File: src/hdl/target_frame_pkg.sv
package target_frame_pkg;

	// Register offsets and reset values
	localparam logic [7:0] PKT_CTRL_ADDR  = 8'h1b;
	localparam logic [7:0] CARD_TIME_ADDR = 8'h1c;
	localparam logic [7:0] PKT_CTRL_RST   = 8'h00;
	localparam logic [7:0] CARD_TIME_RST  = 8'h62;

	// Field positions
	localparam int WAIT_SEL_BIT   = 7;
	localparam int HALF_SLOT_BIT  = 6;
	localparam int MAX_LEN_HI     = 5;
	localparam int MAX_LEN_LO     = 0;
	localparam int SENS_HI        = 7;
	localparam int SENS_LO        = 5;
	localparam int TAU_HI         = 4;
	localparam int TAU_LO         = 3;
	localparam int HALT_BIT       = 2;
	localparam int EXT_HI         = 1;
	localparam int EXT_LO         = 0;

	// Length limit: field times four, zero means 256 bytes
	localparam int          LEN_SCALE_SHIFT = 2;
	localparam logic [8:0]  LEN_ZERO_LIMIT  = 9'h100;
	localparam logic [8:0]  LEN_COUNT_MAX   = 9'h1ff;
	// Minimum response time base, in data bits
	localparam logic [3:0]  RESP_BASE_BITS  = 4'h7;
	// Request code accepted while halted
	localparam logic [7:0]  HALT_REQ_CODE   = 8'h52;

	typedef enum logic [1:0] {
		RATE_106,
		RATE_212,
		RATE_424,
		RATE_848
	} link_rate_e;

	typedef struct packed {
		logic [2:0] miller_sensitivity;
		logic [1:0] miller_time_constant;
		logic       half_slot;
		logic       active_allowed;
	} tuning_s;

	typedef struct packed {
		logic       frame_start;
		logic       byte_valid;
		logic [7:0] byte_data;
		logic       frame_end;
		logic       frame_ok;
		logic       select_done;
		logic       polling_done;
	} rx_event_s;

endpackage

File: src/hdl/bit_gap_timer.sv
`timescale 1ns/1ps
`default_nettype none
// Counts data-bit ticks since the last received frame end
module bit_gap_timer #(
	parameter int W = 4
) (
	input  wire logic         clock_in,  // Clock
	input  wire logic         rst_in,    // Async reset
	input  wire logic         ce_in,     // Clock enable
	input  wire logic         restart_in, // Frame end
	input  wire logic         tick_in,   // One data bit
	input  wire logic [W-1:0] limit_in,  // Bits to wait
	output logic              done_out   // Limit reached
);
	logic [W-1:0] cnt_reg;
	logic [W-1:0] cnt_next;
	logic         done_reg;
	logic         done_next;

	always_comb
	begin
		cnt_next  = cnt_reg;
		done_next = done_reg;
		if (restart_in)
		begin
			cnt_next  = '0;
			done_next = 1'b0;
		end
		else if (tick_in && !done_reg)
		begin
			cnt_next  = cnt_reg + 1'b1;
			done_next = ((cnt_reg + 1'b1) >= limit_in);
		end
	end

	always_ff @(posedge clock_in or posedge rst_in)
	begin
		if (rst_in)
		begin
			cnt_reg  <= '0;
			done_reg <= 1'b1;
		end
		else if (ce_in)
		begin
			cnt_reg  <= cnt_next;
			done_reg <= done_next;
		end
	end

	assign done_out = done_reg;
endmodule
`default_nettype wire

File: src/hdl/target_frame_settings.sv
`timescale 1ns/1ps
`default_nettype none
module target_frame_settings
	import target_frame_pkg::*;
(
	input  wire logic                  clock_in,       // 200 MHz clock
	input  wire logic                  rst_in,         // Async reset
	input  wire logic                  ce_in,          // Clock enable
	input  wire logic [7:0]            addr_in,        // Register address
	input  wire logic [7:0]            wdata_in,       // Write data
	input  wire logic                  wr_in,          // Write strobe
	input  wire logic                  rd_in,          // Read strobe
	output logic [7:0]                 rdata_out,      // Read data
	input  wire target_frame_pkg::link_rate_e rate_in, // Link rate
	input  wire logic                  sync_detect_enable_in, // Sync detect
	input  wire logic                  card_mode_in,   // Card operation
	input  wire logic                  bit_tick_in,    // Data-bit tick
	input  wire target_frame_pkg::rx_event_s rx_in,    // Receive events
	input  wire logic                  halt_set_in,    // State machine halt
	input  wire logic                  rf_reset_in,    // RF reset
	input  wire logic                  anticoll_busy_in, // Anticollision runs
	input  wire logic                  tx_start_in,    // Host starts frame
	input  wire logic                  bit_aligned_in, // Bit phase correct
	output var target_frame_pkg::tuning_s tuning_out, // Decoder settings
	output logic                       anticoll_end_out, // End anticollision
	output logic                       pkt_drop_out,   // Packet discarded
	output logic                       pkt_accept_out, // Packet accepted
	output logic                       req_ignore_out, // Request ignored
	output logic                       tx_go_out       // Transmit begins
);
	logic [7:0] pkt_ctrl_reg, pkt_ctrl_next;
	logic [7:0] card_time_reg, card_time_next;
	logic [7:0] rdata_reg, rdata_next;

	// Register file
	always_comb
	begin
		pkt_ctrl_next  = pkt_ctrl_reg;
		card_time_next = card_time_reg;
		rdata_next     = 8'h00;
		if (wr_in && addr_in == PKT_CTRL_ADDR)
			pkt_ctrl_next = wdata_in;
		if (wr_in && addr_in == CARD_TIME_ADDR)
			card_time_next = wdata_in;
		// Set wins over RF-reset clear so an entering halt is not lost
		if (rf_reset_in)
			card_time_next[HALT_BIT] = 1'b0;
		if (halt_set_in)
			card_time_next[HALT_BIT] = 1'b1;
		if (rd_in)
		begin
			case (addr_in)
				PKT_CTRL_ADDR:  rdata_next = pkt_ctrl_reg;
				CARD_TIME_ADDR: rdata_next = card_time_reg;
				default:        rdata_next = 8'h00;
			endcase
		end
	end

	always_ff @(posedge clock_in or posedge rst_in)
	begin
		if (rst_in)
		begin
			pkt_ctrl_reg  <= PKT_CTRL_RST;
			card_time_reg <= CARD_TIME_RST;
			rdata_reg     <= 8'h00;
		end
		else if (ce_in)
		begin
			pkt_ctrl_reg  <= pkt_ctrl_next;
			card_time_reg <= card_time_next;
			rdata_reg     <= rdata_next;
		end
	end
	assign rdata_out = rdata_reg;

	logic wait_sel;
	logic [5:0] max_len;
	logic [1:0] resp_ext;
	assign wait_sel = pkt_ctrl_reg[WAIT_SEL_BIT];
	assign max_len  = pkt_ctrl_reg[MAX_LEN_HI:MAX_LEN_LO];
	assign resp_ext = card_time_reg[EXT_HI:EXT_LO];

	// Tuning outputs, registered
	tuning_s tuning_reg, tuning_next;
	always_comb
	begin
		tuning_next.miller_sensitivity   = card_time_reg[SENS_HI:SENS_LO];
		tuning_next.miller_time_constant = card_time_reg[TAU_HI:TAU_LO];
		tuning_next.half_slot = (rate_in == RATE_424)
			&& pkt_ctrl_reg[HALF_SLOT_BIT];
		tuning_next.active_allowed = !wait_sel;
	end

	// Receive length check and selection tracking
	logic [8:0] len_reg, len_next;
	logic [8:0] limit;
	logic       no_limit;
	logic       selected_reg, selected_next;
	logic       drop_reg, drop_next;
	logic       accept_reg, accept_next;
	logic       end_reg, end_next;
	logic       ign_reg, ign_next;
	logic       first_reg, first_next;

	always_comb
	begin
		limit = (max_len == 6'h00) ? LEN_ZERO_LIMIT
			: 9'(max_len) << LEN_SCALE_SHIFT;
		no_limit = (rate_in == RATE_106) && !sync_detect_enable_in;
	end

	always_comb
	begin
		len_next      = len_reg;
		selected_next = selected_reg;
		drop_next     = 1'b0;
		accept_next   = 1'b0;
		end_next      = 1'b0;
		ign_next      = 1'b0;
		first_next    = first_reg;
		if (rx_in.frame_start)
		begin
			len_next   = 9'h000;
			first_next = 1'b1;
		end
		if (rx_in.byte_valid)
		begin
			if (len_reg != LEN_COUNT_MAX)
				len_next = len_reg + 9'h001;
			first_next = 1'b0;
			// Halted card at 106 kbit only answers the wake-up code
			if (first_reg && card_mode_in && rate_in == RATE_106
				&& card_time_reg[HALT_BIT]
				&& rx_in.byte_data != HALT_REQ_CODE)
				ign_next = 1'b1;
		end
		if (rx_in.frame_end)
		begin
			// Drop wins over accept so an over-long frame is never reported good
			if (!no_limit && len_reg > limit)
				drop_next = 1'b1;
			else if (rx_in.frame_ok)
			begin
				accept_next = 1'b1;
				// With wait_sel set, end only once a select or polling has been seen
				if (anticoll_busy_in && (!wait_sel || selected_reg))
					end_next = 1'b1;
			end
		end
		if (rx_in.select_done || rx_in.polling_done)
			selected_next = 1'b1;
		if (!anticoll_busy_in || rf_reset_in)
			selected_next = 1'b0;
	end

	always_ff @(posedge clock_in or posedge rst_in)
	begin
		if (rst_in)
		begin
			len_reg      <= 9'h000;
			selected_reg <= 1'b0;
			drop_reg     <= 1'b0;
			accept_reg   <= 1'b0;
			end_reg      <= 1'b0;
			ign_reg      <= 1'b0;
			first_reg    <= 1'b0;
			tuning_reg   <= '0;
		end
		else if (ce_in)
		begin
			len_reg      <= len_next;
			selected_reg <= selected_next;
			drop_reg     <= drop_next;
			accept_reg   <= accept_next;
			end_reg      <= end_next;
			ign_reg      <= ign_next;
			first_reg    <= first_next;
			tuning_reg   <= tuning_next;
		end
	end

	// Minimum response time and transmit hold
	logic [3:0] resp_bits;
	logic       gap_done;
	logic       pend_reg, pend_next;
	logic       go_reg, go_next;
	assign resp_bits = RESP_BASE_BITS + {2'b00, resp_ext};

	// Timer leaves reset as done: no hold before the first received frame
	bit_gap_timer #(
		.W(4)
	) u_gap (
		.clock_in  (clock_in),
		.rst_in    (rst_in),
		.ce_in     (ce_in),
		.restart_in(rx_in.frame_end),
		.tick_in   (bit_tick_in),
		.limit_in  (resp_bits),
		.done_out  (gap_done)
	);

	always_comb
	begin
		pend_next = pend_reg;
		go_next   = 1'b0;
		if (tx_start_in)
			pend_next = 1'b1;
		// Hold until gap over, then start on a correct bit boundary
		if ((tx_start_in || pend_reg) && gap_done && bit_aligned_in)
		begin
			go_next   = 1'b1;
			pend_next = 1'b0;
		end
	end

	always_ff @(posedge clock_in or posedge rst_in)
	begin
		if (rst_in)
		begin
			pend_reg <= 1'b0;
			go_reg   <= 1'b0;
		end
		else if (ce_in)
		begin
			pend_reg <= pend_next;
			go_reg   <= go_next;
		end
	end

	assign tuning_out       = tuning_reg;
	assign anticoll_end_out = end_reg;
	assign pkt_drop_out     = drop_reg;
	assign pkt_accept_out   = accept_reg;
	assign req_ignore_out   = ign_reg;
	assign tx_go_out        = go_reg;
endmodule
`default_nettype wire

File: config.mk
export PLATFORM = sky130hd
export DESIGN_NAME = target_frame_settings
export DESIGN_NICKNAME = d
export VERILOG_FILES = /design/src/hdl/target_frame_pkg.sv /design/src/hdl/bit_gap_timer.sv /design/src/hdl/target_frame_settings.sv
export SDC_FILE = /design/constraint.sdc
export NUM_CORES = 1
export LEC_CHECK = 0
export BUFFER_PORTS_ARGS = -buffer_cell sky130_fd_sc_hd__buf_2
export CAP_MARGIN = 25
export CORE_ASPECT_RATIO = 2
export CORE_UTILIZATION = 30
export CTS_CLUSTER_DIAMETER = 100
export CTS_CLUSTER_SIZE = 12
export DETAILED_ROUTE_END_ITERATION = 7
export HOLD_SLACK_MARGIN = 0.03
export PLACE_DENSITY = 0.5
export SLEW_MARGIN = 20
export SYNTH_ARGS = -nofsm -noshare
export SYNTH_HDL_FRONTEND = slang
export SYNTH_SLANG_ARGS = --single-unit
File: constraint.sdc
create_clock -name clock_in -period 2.06 [get_ports clock_in]
set_input_delay 0.412 -clock clock_in [delete_from_list [all_inputs] [get_ports clock_in]]
set_output_delay 0.412 -clock clock_in [all_outputs]
set_load 0.01 [all_outputs]
======== Yosys cells after proc, flatten, opt, wreduce, memory -nomap -nowiden ========
Index checks and enable logic that the tools add are counted.
word-level totals
  flip-flop bits (word level) ............. 53
  input bits .............................. 45
  logic and storage cells ................. 96
operators by class
  muxes and demuxes ....................... 31
  add/sub/neg operators ................... 3
  order comparisons ....................... 2
  reductions and logical operators ........ 36
  eq/ne operators ......................... 5
operators with widths
  operator                                                                  number
  9-bit two-way mux                                                         4
  1-bit two-way mux                                                         22
  8-bit by 5-bit == test with 1-bit output (second input constant)          2
  8-bit one-hot mux with 2 select lines                                     1
  2-bit AND reduction                                                       7
  1-bit logical AND                                                         13
  9-bit by 1-bit adder with 9-bit output (second input constant)            1
  9-bit greater-than comparator                                             1
  9-bit inequality test (second input constant)                             1
  4-bit two-way mux                                                         2
  8-bit two-way mux                                                         1
  8-bit by 7-bit inequality test with 1-bit output (second input constant)  1
  2-bit nonzero test                                                        4
  6-bit logical NOT                                                         1
  1-bit logical NOT                                                         5
  3-bit by 2-bit adder with 4-bit output (first input constant)             1
  4-bit by 1-bit adder with 4-bit output (second input constant)            1
  4-bit >= comparator                                                       1
  1-bit logical OR                                                          4
  3-bit two-way mux                                                         1
  3-bit nonzero test                                                        1
  2-bit == test (second input constant)                                     1
  2-bit logical NOT                                                         1

======== Longest topological paths before layout ========
Gate-level depths: netlist (run 1).
  word-level depth ........................ 7
  gate-level depth with buffers ........... 9
  depth with buffers taken out ............ 9

======== Hierarchy ========
Synthesis (run 1) repeated with hierarchy kept, for this count alone.
second synthesis, totals
  cells, all modules ...................... 260
  area total of the unflattened synthesis .. 2812.7 um2
by module, submodules not included
  module                 cells each  sequential area each (um2)  instances  area each (um2)
  target_frame_settings  223         1204.9                      1          2436.1
  bit_gap_timer          37          126.4                       1          376.6

======== Least setup slack after synthesis (run 1) ========
Ideal clock, no wire load.
  kind .................................... register to register
  start ................................... register len_reg[0]
  end ..................................... register len_reg[7]
  buffers on the path ..................... 0
  path slack .............................. -0.168 ns
  arrival time ............................ 2.102 ns
  cell stages (with the launch flop) ...... 10
  data required time ...................... 1.933 ns
  cell sequence ........................... dfrtp_1 -> ha_1 -> and3_1 -> and3_1 -> and3_1 -> ha_1 -> nand3b_1 -> nor3_1 -> and4_1 -> o21ai_0
between the ends
  cells in the longest elaborated chain, start to end .. 3
  elaborated cells between the ends (all ways) .. 4
  those cells by class .................... add/sub (1); eq/ne (1); mux (2)
ends and longest elaborated chain
  item                                                                                    RTL line                                                    source
  start: declaration                                                                      target_frame_settings.sv:96                                 logic [8:0] len_reg, len_next;
  start signal: assignment                                                                target_frame_settings.sv:172                                len_reg <= len_next;
  9-bit by 1-bit adder with 9-bit output / 9-bit inequality test (equally long branches)  target_frame_settings.sv:130, target_frame_settings.sv:129
  9-bit two-way mux *                                                                     target_frame_settings.sv:129                                if (len_reg != LEN_COUNT_MAX)
  9-bit two-way mux *                                                                     target_frame_settings.sv:127                                if (rx_in.byte_valid)
Mark *: on every way between the ends. The rest lies on a longest branch, timed or not.
A chain may end at the register's enable or synchronous reset.

======== Worst setup path in the final report (run 1) ========
Same ends and word-level chain as after synthesis.

==> flow_summary.yaml, run 1 <==
detailed_routing:
  ant_nets: 0
  vias_per_cell: 5.06
  routed_wl_um: 7190
  first_iter_violations: 100
  drtPass1Iterations: 5
  route.detailed.wl_per_inst_um: 16.0
  drc: 0
  num_vias: 2275
finish:
  final_util: 0.403
  area_growth_pct: 30.7
  insertedDiodeCount: 0
  drive_gt1_frac: 0.399
  finalNetCount: 408
  largest_reg_flops: 9
synthesis:
  synth_area_um2: 2780
  synth_cell_types: 49
  ys.flop_type: "dfrtp_1"
  ys_warn_count: 0
  ys_ff_latch: 53
  postSynthCellCount: 258
  yosysSeqAreaShare: 0.479
  synth_enable_flop_cells: 0
  synthesis.nets: 319
  async_flop_share: 1.00
  synth.avg_cell_area_um2: 10.8
pwr:
  p_leak_uw: 0.00177
  powerDensity_nw_per_um2: 702
  ir_worst_vdd_mv: 0.367
grt:
  first_global_vias: 2443
  grt_max_degree: 47
  grt_usage: 0.157
  antenna_found_initial: 0
  grt_pass1_wl_um: 11900
  grt-ovfl-total: 0
clock_tree:
  cts-root-buf: "clkbuf_16"
  cts_buffer_depth: 2
  clk_latency_ns: 0.29
  clkTransAtPathRegs_ns: 0.07
  numClockSinks: 53
  cts_inserted_buffers: 5
  htreeDepth: 2
  cts_tree: "yes"
worst_setup_path:
  max_stage_delay_ns: 0.39
  r2r-start: "len_reg[0]$_DFFE_PP0P_"
  crit_chain: "ha_2 -> and3_4 -> and3_4 -> and3_4 -> ha_4 -> nand3b_1 -> nor3_4 -> and4_1 -> o21ai_1"
  crit_required_ns: 2.24
  worstSetupStartpointType: "flop"
  critical_path.endpoint_type: "flop"
  crit_fanout: 3
  cp.arrival_ns: 2.23
  cpMostUsedCell: "and3_4"
  critPathSlowestCell: "dfrtp_1"
  crit_type: "flop to flop"
  crit_start: "len_reg[0]$_DFFE_PP0P_"
timing:
  slew_headroom: 0.662
  final_max_slew_viol_count: 0
  setup_slack_ns: 0.0102
  tightest_slew_ns: 0.506
  period_needed_ns: 2.05
  setup_viol: 0
  rsz0062_at_grt: "true"
  fmax_ghz: 0.488
  post-route-period-util: 0.995
  skew_ns: 0.00660
  hold_viol: 0
job:
  max_cap_violations: 0
floorplanning:
  fp.dieH_um: 138
  rows: 49
  die_w_um: 70.1
  core_area_um2: 9010
  dieArea_um2: 9680
  pin_count: 65
  start_util: 0.309
place:
  dp_hpwl_um: 5580
  finalWeightedCongestion: 0.866
  port_buffers: 64
  place_ws_ns: -0.0667
status:
  status: "completed"
worst_hold_path:
  hp-class: "primary input to async pin"
[area by class of cell]
class	instances	area [µm²]
inverter	31	116
sequential	53	1330
fill	929	5380
tap	102	128
multi-input combinational	168	1370
clock inverter	2	17.5
timing repair buffer	88	538
clock buffer	6	139
[critical path: cells and delay by family (launching register included)]
kind / cells / cell delay [ns]
AO/OA/AOI/OAI: 1 / 0.05
AND/OR/NAND/NOR: 6 / 1.15
adder cells (fa/ha/maj): 2 / 0.35
flip-flops: 1 / 0.39
[layer usage]
metal,up-vias,track usage,share of wire
met5,-,0,0
met4,0,0.0632,0.022
met3,11,0.0219,0.026
met2,50,0.311,0.59
met1,1103,0.157,0.36
li1,1111,-,-
[final timing paths]
kind | to | slack [ns] | depth (start not counted)
worst max register to register | len_reg[7]$_DFFE_PP0P_ | 0.01 | 9
worst max-delay path | len_reg[7]$_DFFE_PP0P_ | 0.01 | 9
worst min-delay path | u_gap.cnt_reg[1]$_DFFE_PP0P_ | 0.14 | 2
min in group clock_in | pend_reg$_DFFE_PP0P_ | 0.32 | 2
worst min register to register | pkt_accept_out$_DFFE_PP0P_ | 0.50 | 1
max in group asynchronous | card_time_reg[6]$_DFFE_PP1P_ | 1.34 | 3
[power breakdown]
part	internal, µW	switching (µW)	total [µW]
Clock	491	399	891
Combinational	232	261	493
Sequential	1110	57.2	1170
[cell usage after synthesis (5+ instances only)]
| cell type | number | area (µm²) |
|---|---|---|
| dfrtp_1 | 49 | 1230 |
| a22oi_1 | 9 | 67.6 |
| mux2_2 | 20 | 225 |
| nand4_1 | 5 | 31.3 |
| o21ai_0 | 22 | 110 |
| nand3_1 | 6 | 30.0 |
| nand3b_1 | 5 | 37.5 |
| ha_1 | 16 | 200 |
| a21oi_1 | 11 | 55.1 |
| nor2_1 | 7 | 26.3 |
| nand2_1 | 10 | 37.5 |
| clkbuf_1 | 5 | 18.8 |
| inv_1 | 31 | 116 |
[timing repair]
item,4_1_cts,5_1_grt
endpoints found under the setup margin,5,8
gates resized for setup,5,3
gates cloned,0,0
hold buffers,0,0
buffers inserted,3,2
pin swaps,4,4
[per-stage QoR]
step | power, µW | instances | TNS, ns | area (µm²) | hold WS (ns)
final | 2550 | 450 | 0 | 3630 | 0.136
after global routing | 2680 | 450 | -0.192 | 3630 | 0.170
after CTS | 2570 | 448 | -0.0207 | 3600 | 0.154
after detailed placement | 1660 | 437 | -0.110 | 3400 | 0.478
after global placement | 1660 | 437 | -0.0173 | 3400 | 0.472
after floorplan | 1440 | 258 | 0 | 2800 | 0.489
[cells by family (layout without fill, tap and decap cells)]
family,count (synthesis),in the layout,share of synthesized area
buffers and inverters,37,127,0.0499
XOR/XNOR,3,3,0.00945
AO/OA/AOI/OAI,66,66,0.149
flip-flops,53,53,0.479
AND/OR/NAND/NOR,61,61,0.151
multiplexers,22,22,0.0900
adder cells (fa/ha/maj),16,16,0.0720
[cell usage in the layout (no fill, tap or decap), types with 2 or more instances in the layout]
cell,n
nand3_1,6
o21ai_1,4
o22ai_1,2
a31oi_1,4
nor4_4,2
a21oi_1,11
clkbuf_16,5
buf_12,3
nand2b_1,3
a32o_1,2
a22oi_1,9
nand4_1,5
ha_1,14
inv_1,30
nand2_1,10
nor3_1,3
nor2_1,7
nor3_4,2
mux2_2,20
buf_2,64
buf_4,21
o21ai_0,20
xnor2_1,2
dfstp_2,4
a22o_1,4
nand4b_1,3
dfrtp_1,49
and3_4,3
nand3b_1,5
a21o_1,2
(Power assumes the default switching activity.)
==> inputs of run 2 (changes only) <==
- PLACE_DENSITY: 0.5 -> 0.53
==> run 2 against run 1 <==
Clock power grew 11%. Non-clock buffer count shrank 4. Critical path depth is the same. Global-route usage grew 0.080 points. Sequential cell count is the same. Count of clock-buffer cells in the layout grew 1. Largest power group unchanged. Highest routed layer unchanged. Fmax grew 1.4%.
==> flow_summary.yaml, run 2 (synthesized netlist as in run 1, its figures left out) <==
worst_setup_path:
  crit_required_ns: 2.24
  crit_type: "flop to flop"
  crit_fanout: 3
  r2r_end: "len_reg[7]$_DFFE_PP0P_"
  cp.arrival_ns: 2.20
  r2r_cells: 9
  critical_path.endpoint_type: "flop"
  crit_start: "len_reg[1]$_DFFE_PP0P_"
  r2r-start: "len_reg[1]$_DFFE_PP0P_"
  rrSetupSlack_ns: 0.04
  worstSetupStartpointType: "flop"
pwr:
  p_leak_uw: 0.00174
  p_comb_frac: 0.183
  fin_total_pwr_uw: 2630
  switching_share: 0.262
  intPower_uw: 1940
  p_switching_uw: 689
  powerDensity_nw_per_um2: 729
  pwr-share-seq: 0.443
  ir_worst_vdd_mv: 0.557
  clock_power_share: 0.374
floorplanning:
  core_area_um2: 9010
  fp.dieH_um: 138
  pin_count: 65
  dieArea_um2: 9680
  start_util: 0.309
  die_w_um: 70.1
  rows: 49
finish:
  largest_reg_flops: 9
  layout_commonest_cell: "buf_2"
  area_growth_pct: 30.0
  drive_gt1_frac: 0.392
  layout_common_cells: "buf_2 (64), dfrtp_1 (49), inv_1 (30)"
  insertedDiodeCount: 0
  final_util: 0.401
  finalNetCount: 404
timing:
  post-route-period-util: 0.981
  period_needed_ns: 2.02
  skew_ns: 0.00324
  setup_viol: 0
  tightest_slew_ns: 0.383
  rsz0062_at_grt: "true"
  final_max_slew_viol_count: 0
  slew_headroom: 0.744
  hold_ws_ns: 0.0701
  tns_ns: 0
  hold_viol: 0
  fmax_ghz: 0.495
clock_tree:
  cts_hold_buf: 0
  clk_latency_ns: 0.29
  cts_inserted_buffers: 5
  cts-root-buf: "clkbuf_16"
  cts_tree: "yes"
  numClockSinks: 53
  clkTransAtPathRegs_ns: 0.07
  htreeDepth: 2
  cts_buffer_depth: 2
place:
  port_buffers: 64
  finalWeightedCongestion: 0.898
  dp_hpwl_um: 5470
detailed_routing:
  num_vias: 2304
  vias_per_cell: 5.17
  first_iter_violations: 187
  routed_wl_um: 7180
  drtPass1Iterations: 4
  route.detailed.wl_per_inst_um: 16.1
  ant_nets: 0
  drc: 0
grt:
  grt_pass1_wl_um: 12000
  grt-ovfl-total: 0
  grt_usage: 0.158
  antenna_found_initial: 0
  grt_max_degree: 47
  first_global_vias: 2357
job:
  max_cap_violations: 0
status:
  status: "completed"
worst_hold_path:
  hp-class: "primary input to async pin"
-- run 2: cell count changes in the layout (fill, tap and decap cells not counted), sizes merged --
cell	before	now
buf	88	84
clkbuf	6	7
bufinv	0	1
inv	32	31
clkinv	1	0
-- run 2: critical path: stages, from the launching register on --
cell and delay [ns]:
dfrtp_1 0.39, ha_2 0.19, and3_4 0.18, and3_4 0.15
and3_4 0.18, ha_4 0.16, nand3b_1 0.17, nor3_2 0.21
and4_1 0.23, o21ai_1 0.06
-- run 2: power groups by stage --
stage,registers [µW],clock network (µW),logic (µW)
floorplan,1190,0,254
global placement,1180,0,464
detailed placement,1180,0,475
CTS,1170,1010,482
global route,1170,1060,541
finish,1170,986,482
-- run 2: how the worst max path moves through the flow --
stage | end
after floorplan | len_reg[7]$_DFFE_PP0P_
after global placement | len_reg[7]$_DFFE_PP0P_
after detailed placement | len_reg[7]$_DFFE_PP0P_
after CTS | len_reg[7]$_DFFE_PP0P_
after global routing | len_reg[7]$_DFFE_PP0P_
final | len_reg[7]$_DFFE_PP0P_
-- run 2: area by class of cell --
type | instances | area [µm²]
Fill cell | 901 | 5400
Tap cell | 102 | 128
Multi-Input combinational cell | 168 | 1370
Inverter | 31 | 116
Sequential cell | 53 | 1330
Clock buffer | 7 | 143
Clock inverter | 1 | 30.0
Timing Repair Buffer | 84 | 495
-- run 2: metal layers --
| metal | up-vias | global-route usage | part of all wire |
|---|---|---|---|
| met5 | - | 0 | 0 |
| met4 | 0 | 0.0632 | 0.031 |
| met3 | 16 | 0.0248 | 0.040 |
| met2 | 68 | 0.303 | 0.57 |
| met1 | 1115 | 0.165 | 0.36 |
| li1 | 1105 | - | - |
-- run 2: what timing repair did --
item / in CTS / in global routing
endpoints found under the setup margin: 6 / 6
pin swaps: 5 / 4
gates resized for setup: 5 / 3
buffers inserted: 2 / 1
-- run 2: per-stage QoR --
stage | worst slack [ns] | instance area [µm²] | std cells
after floorplan | 0.00539 | 2800 | 258
after global placement | -0.0265 | 3370 | 435
after detailed placement | -0.106 | 3370 | 435
after CTS | -0.0247 | 3580 | 445
after global routing | -0.0338 | 3610 | 446
final | 0.0384 | 3610 | 446
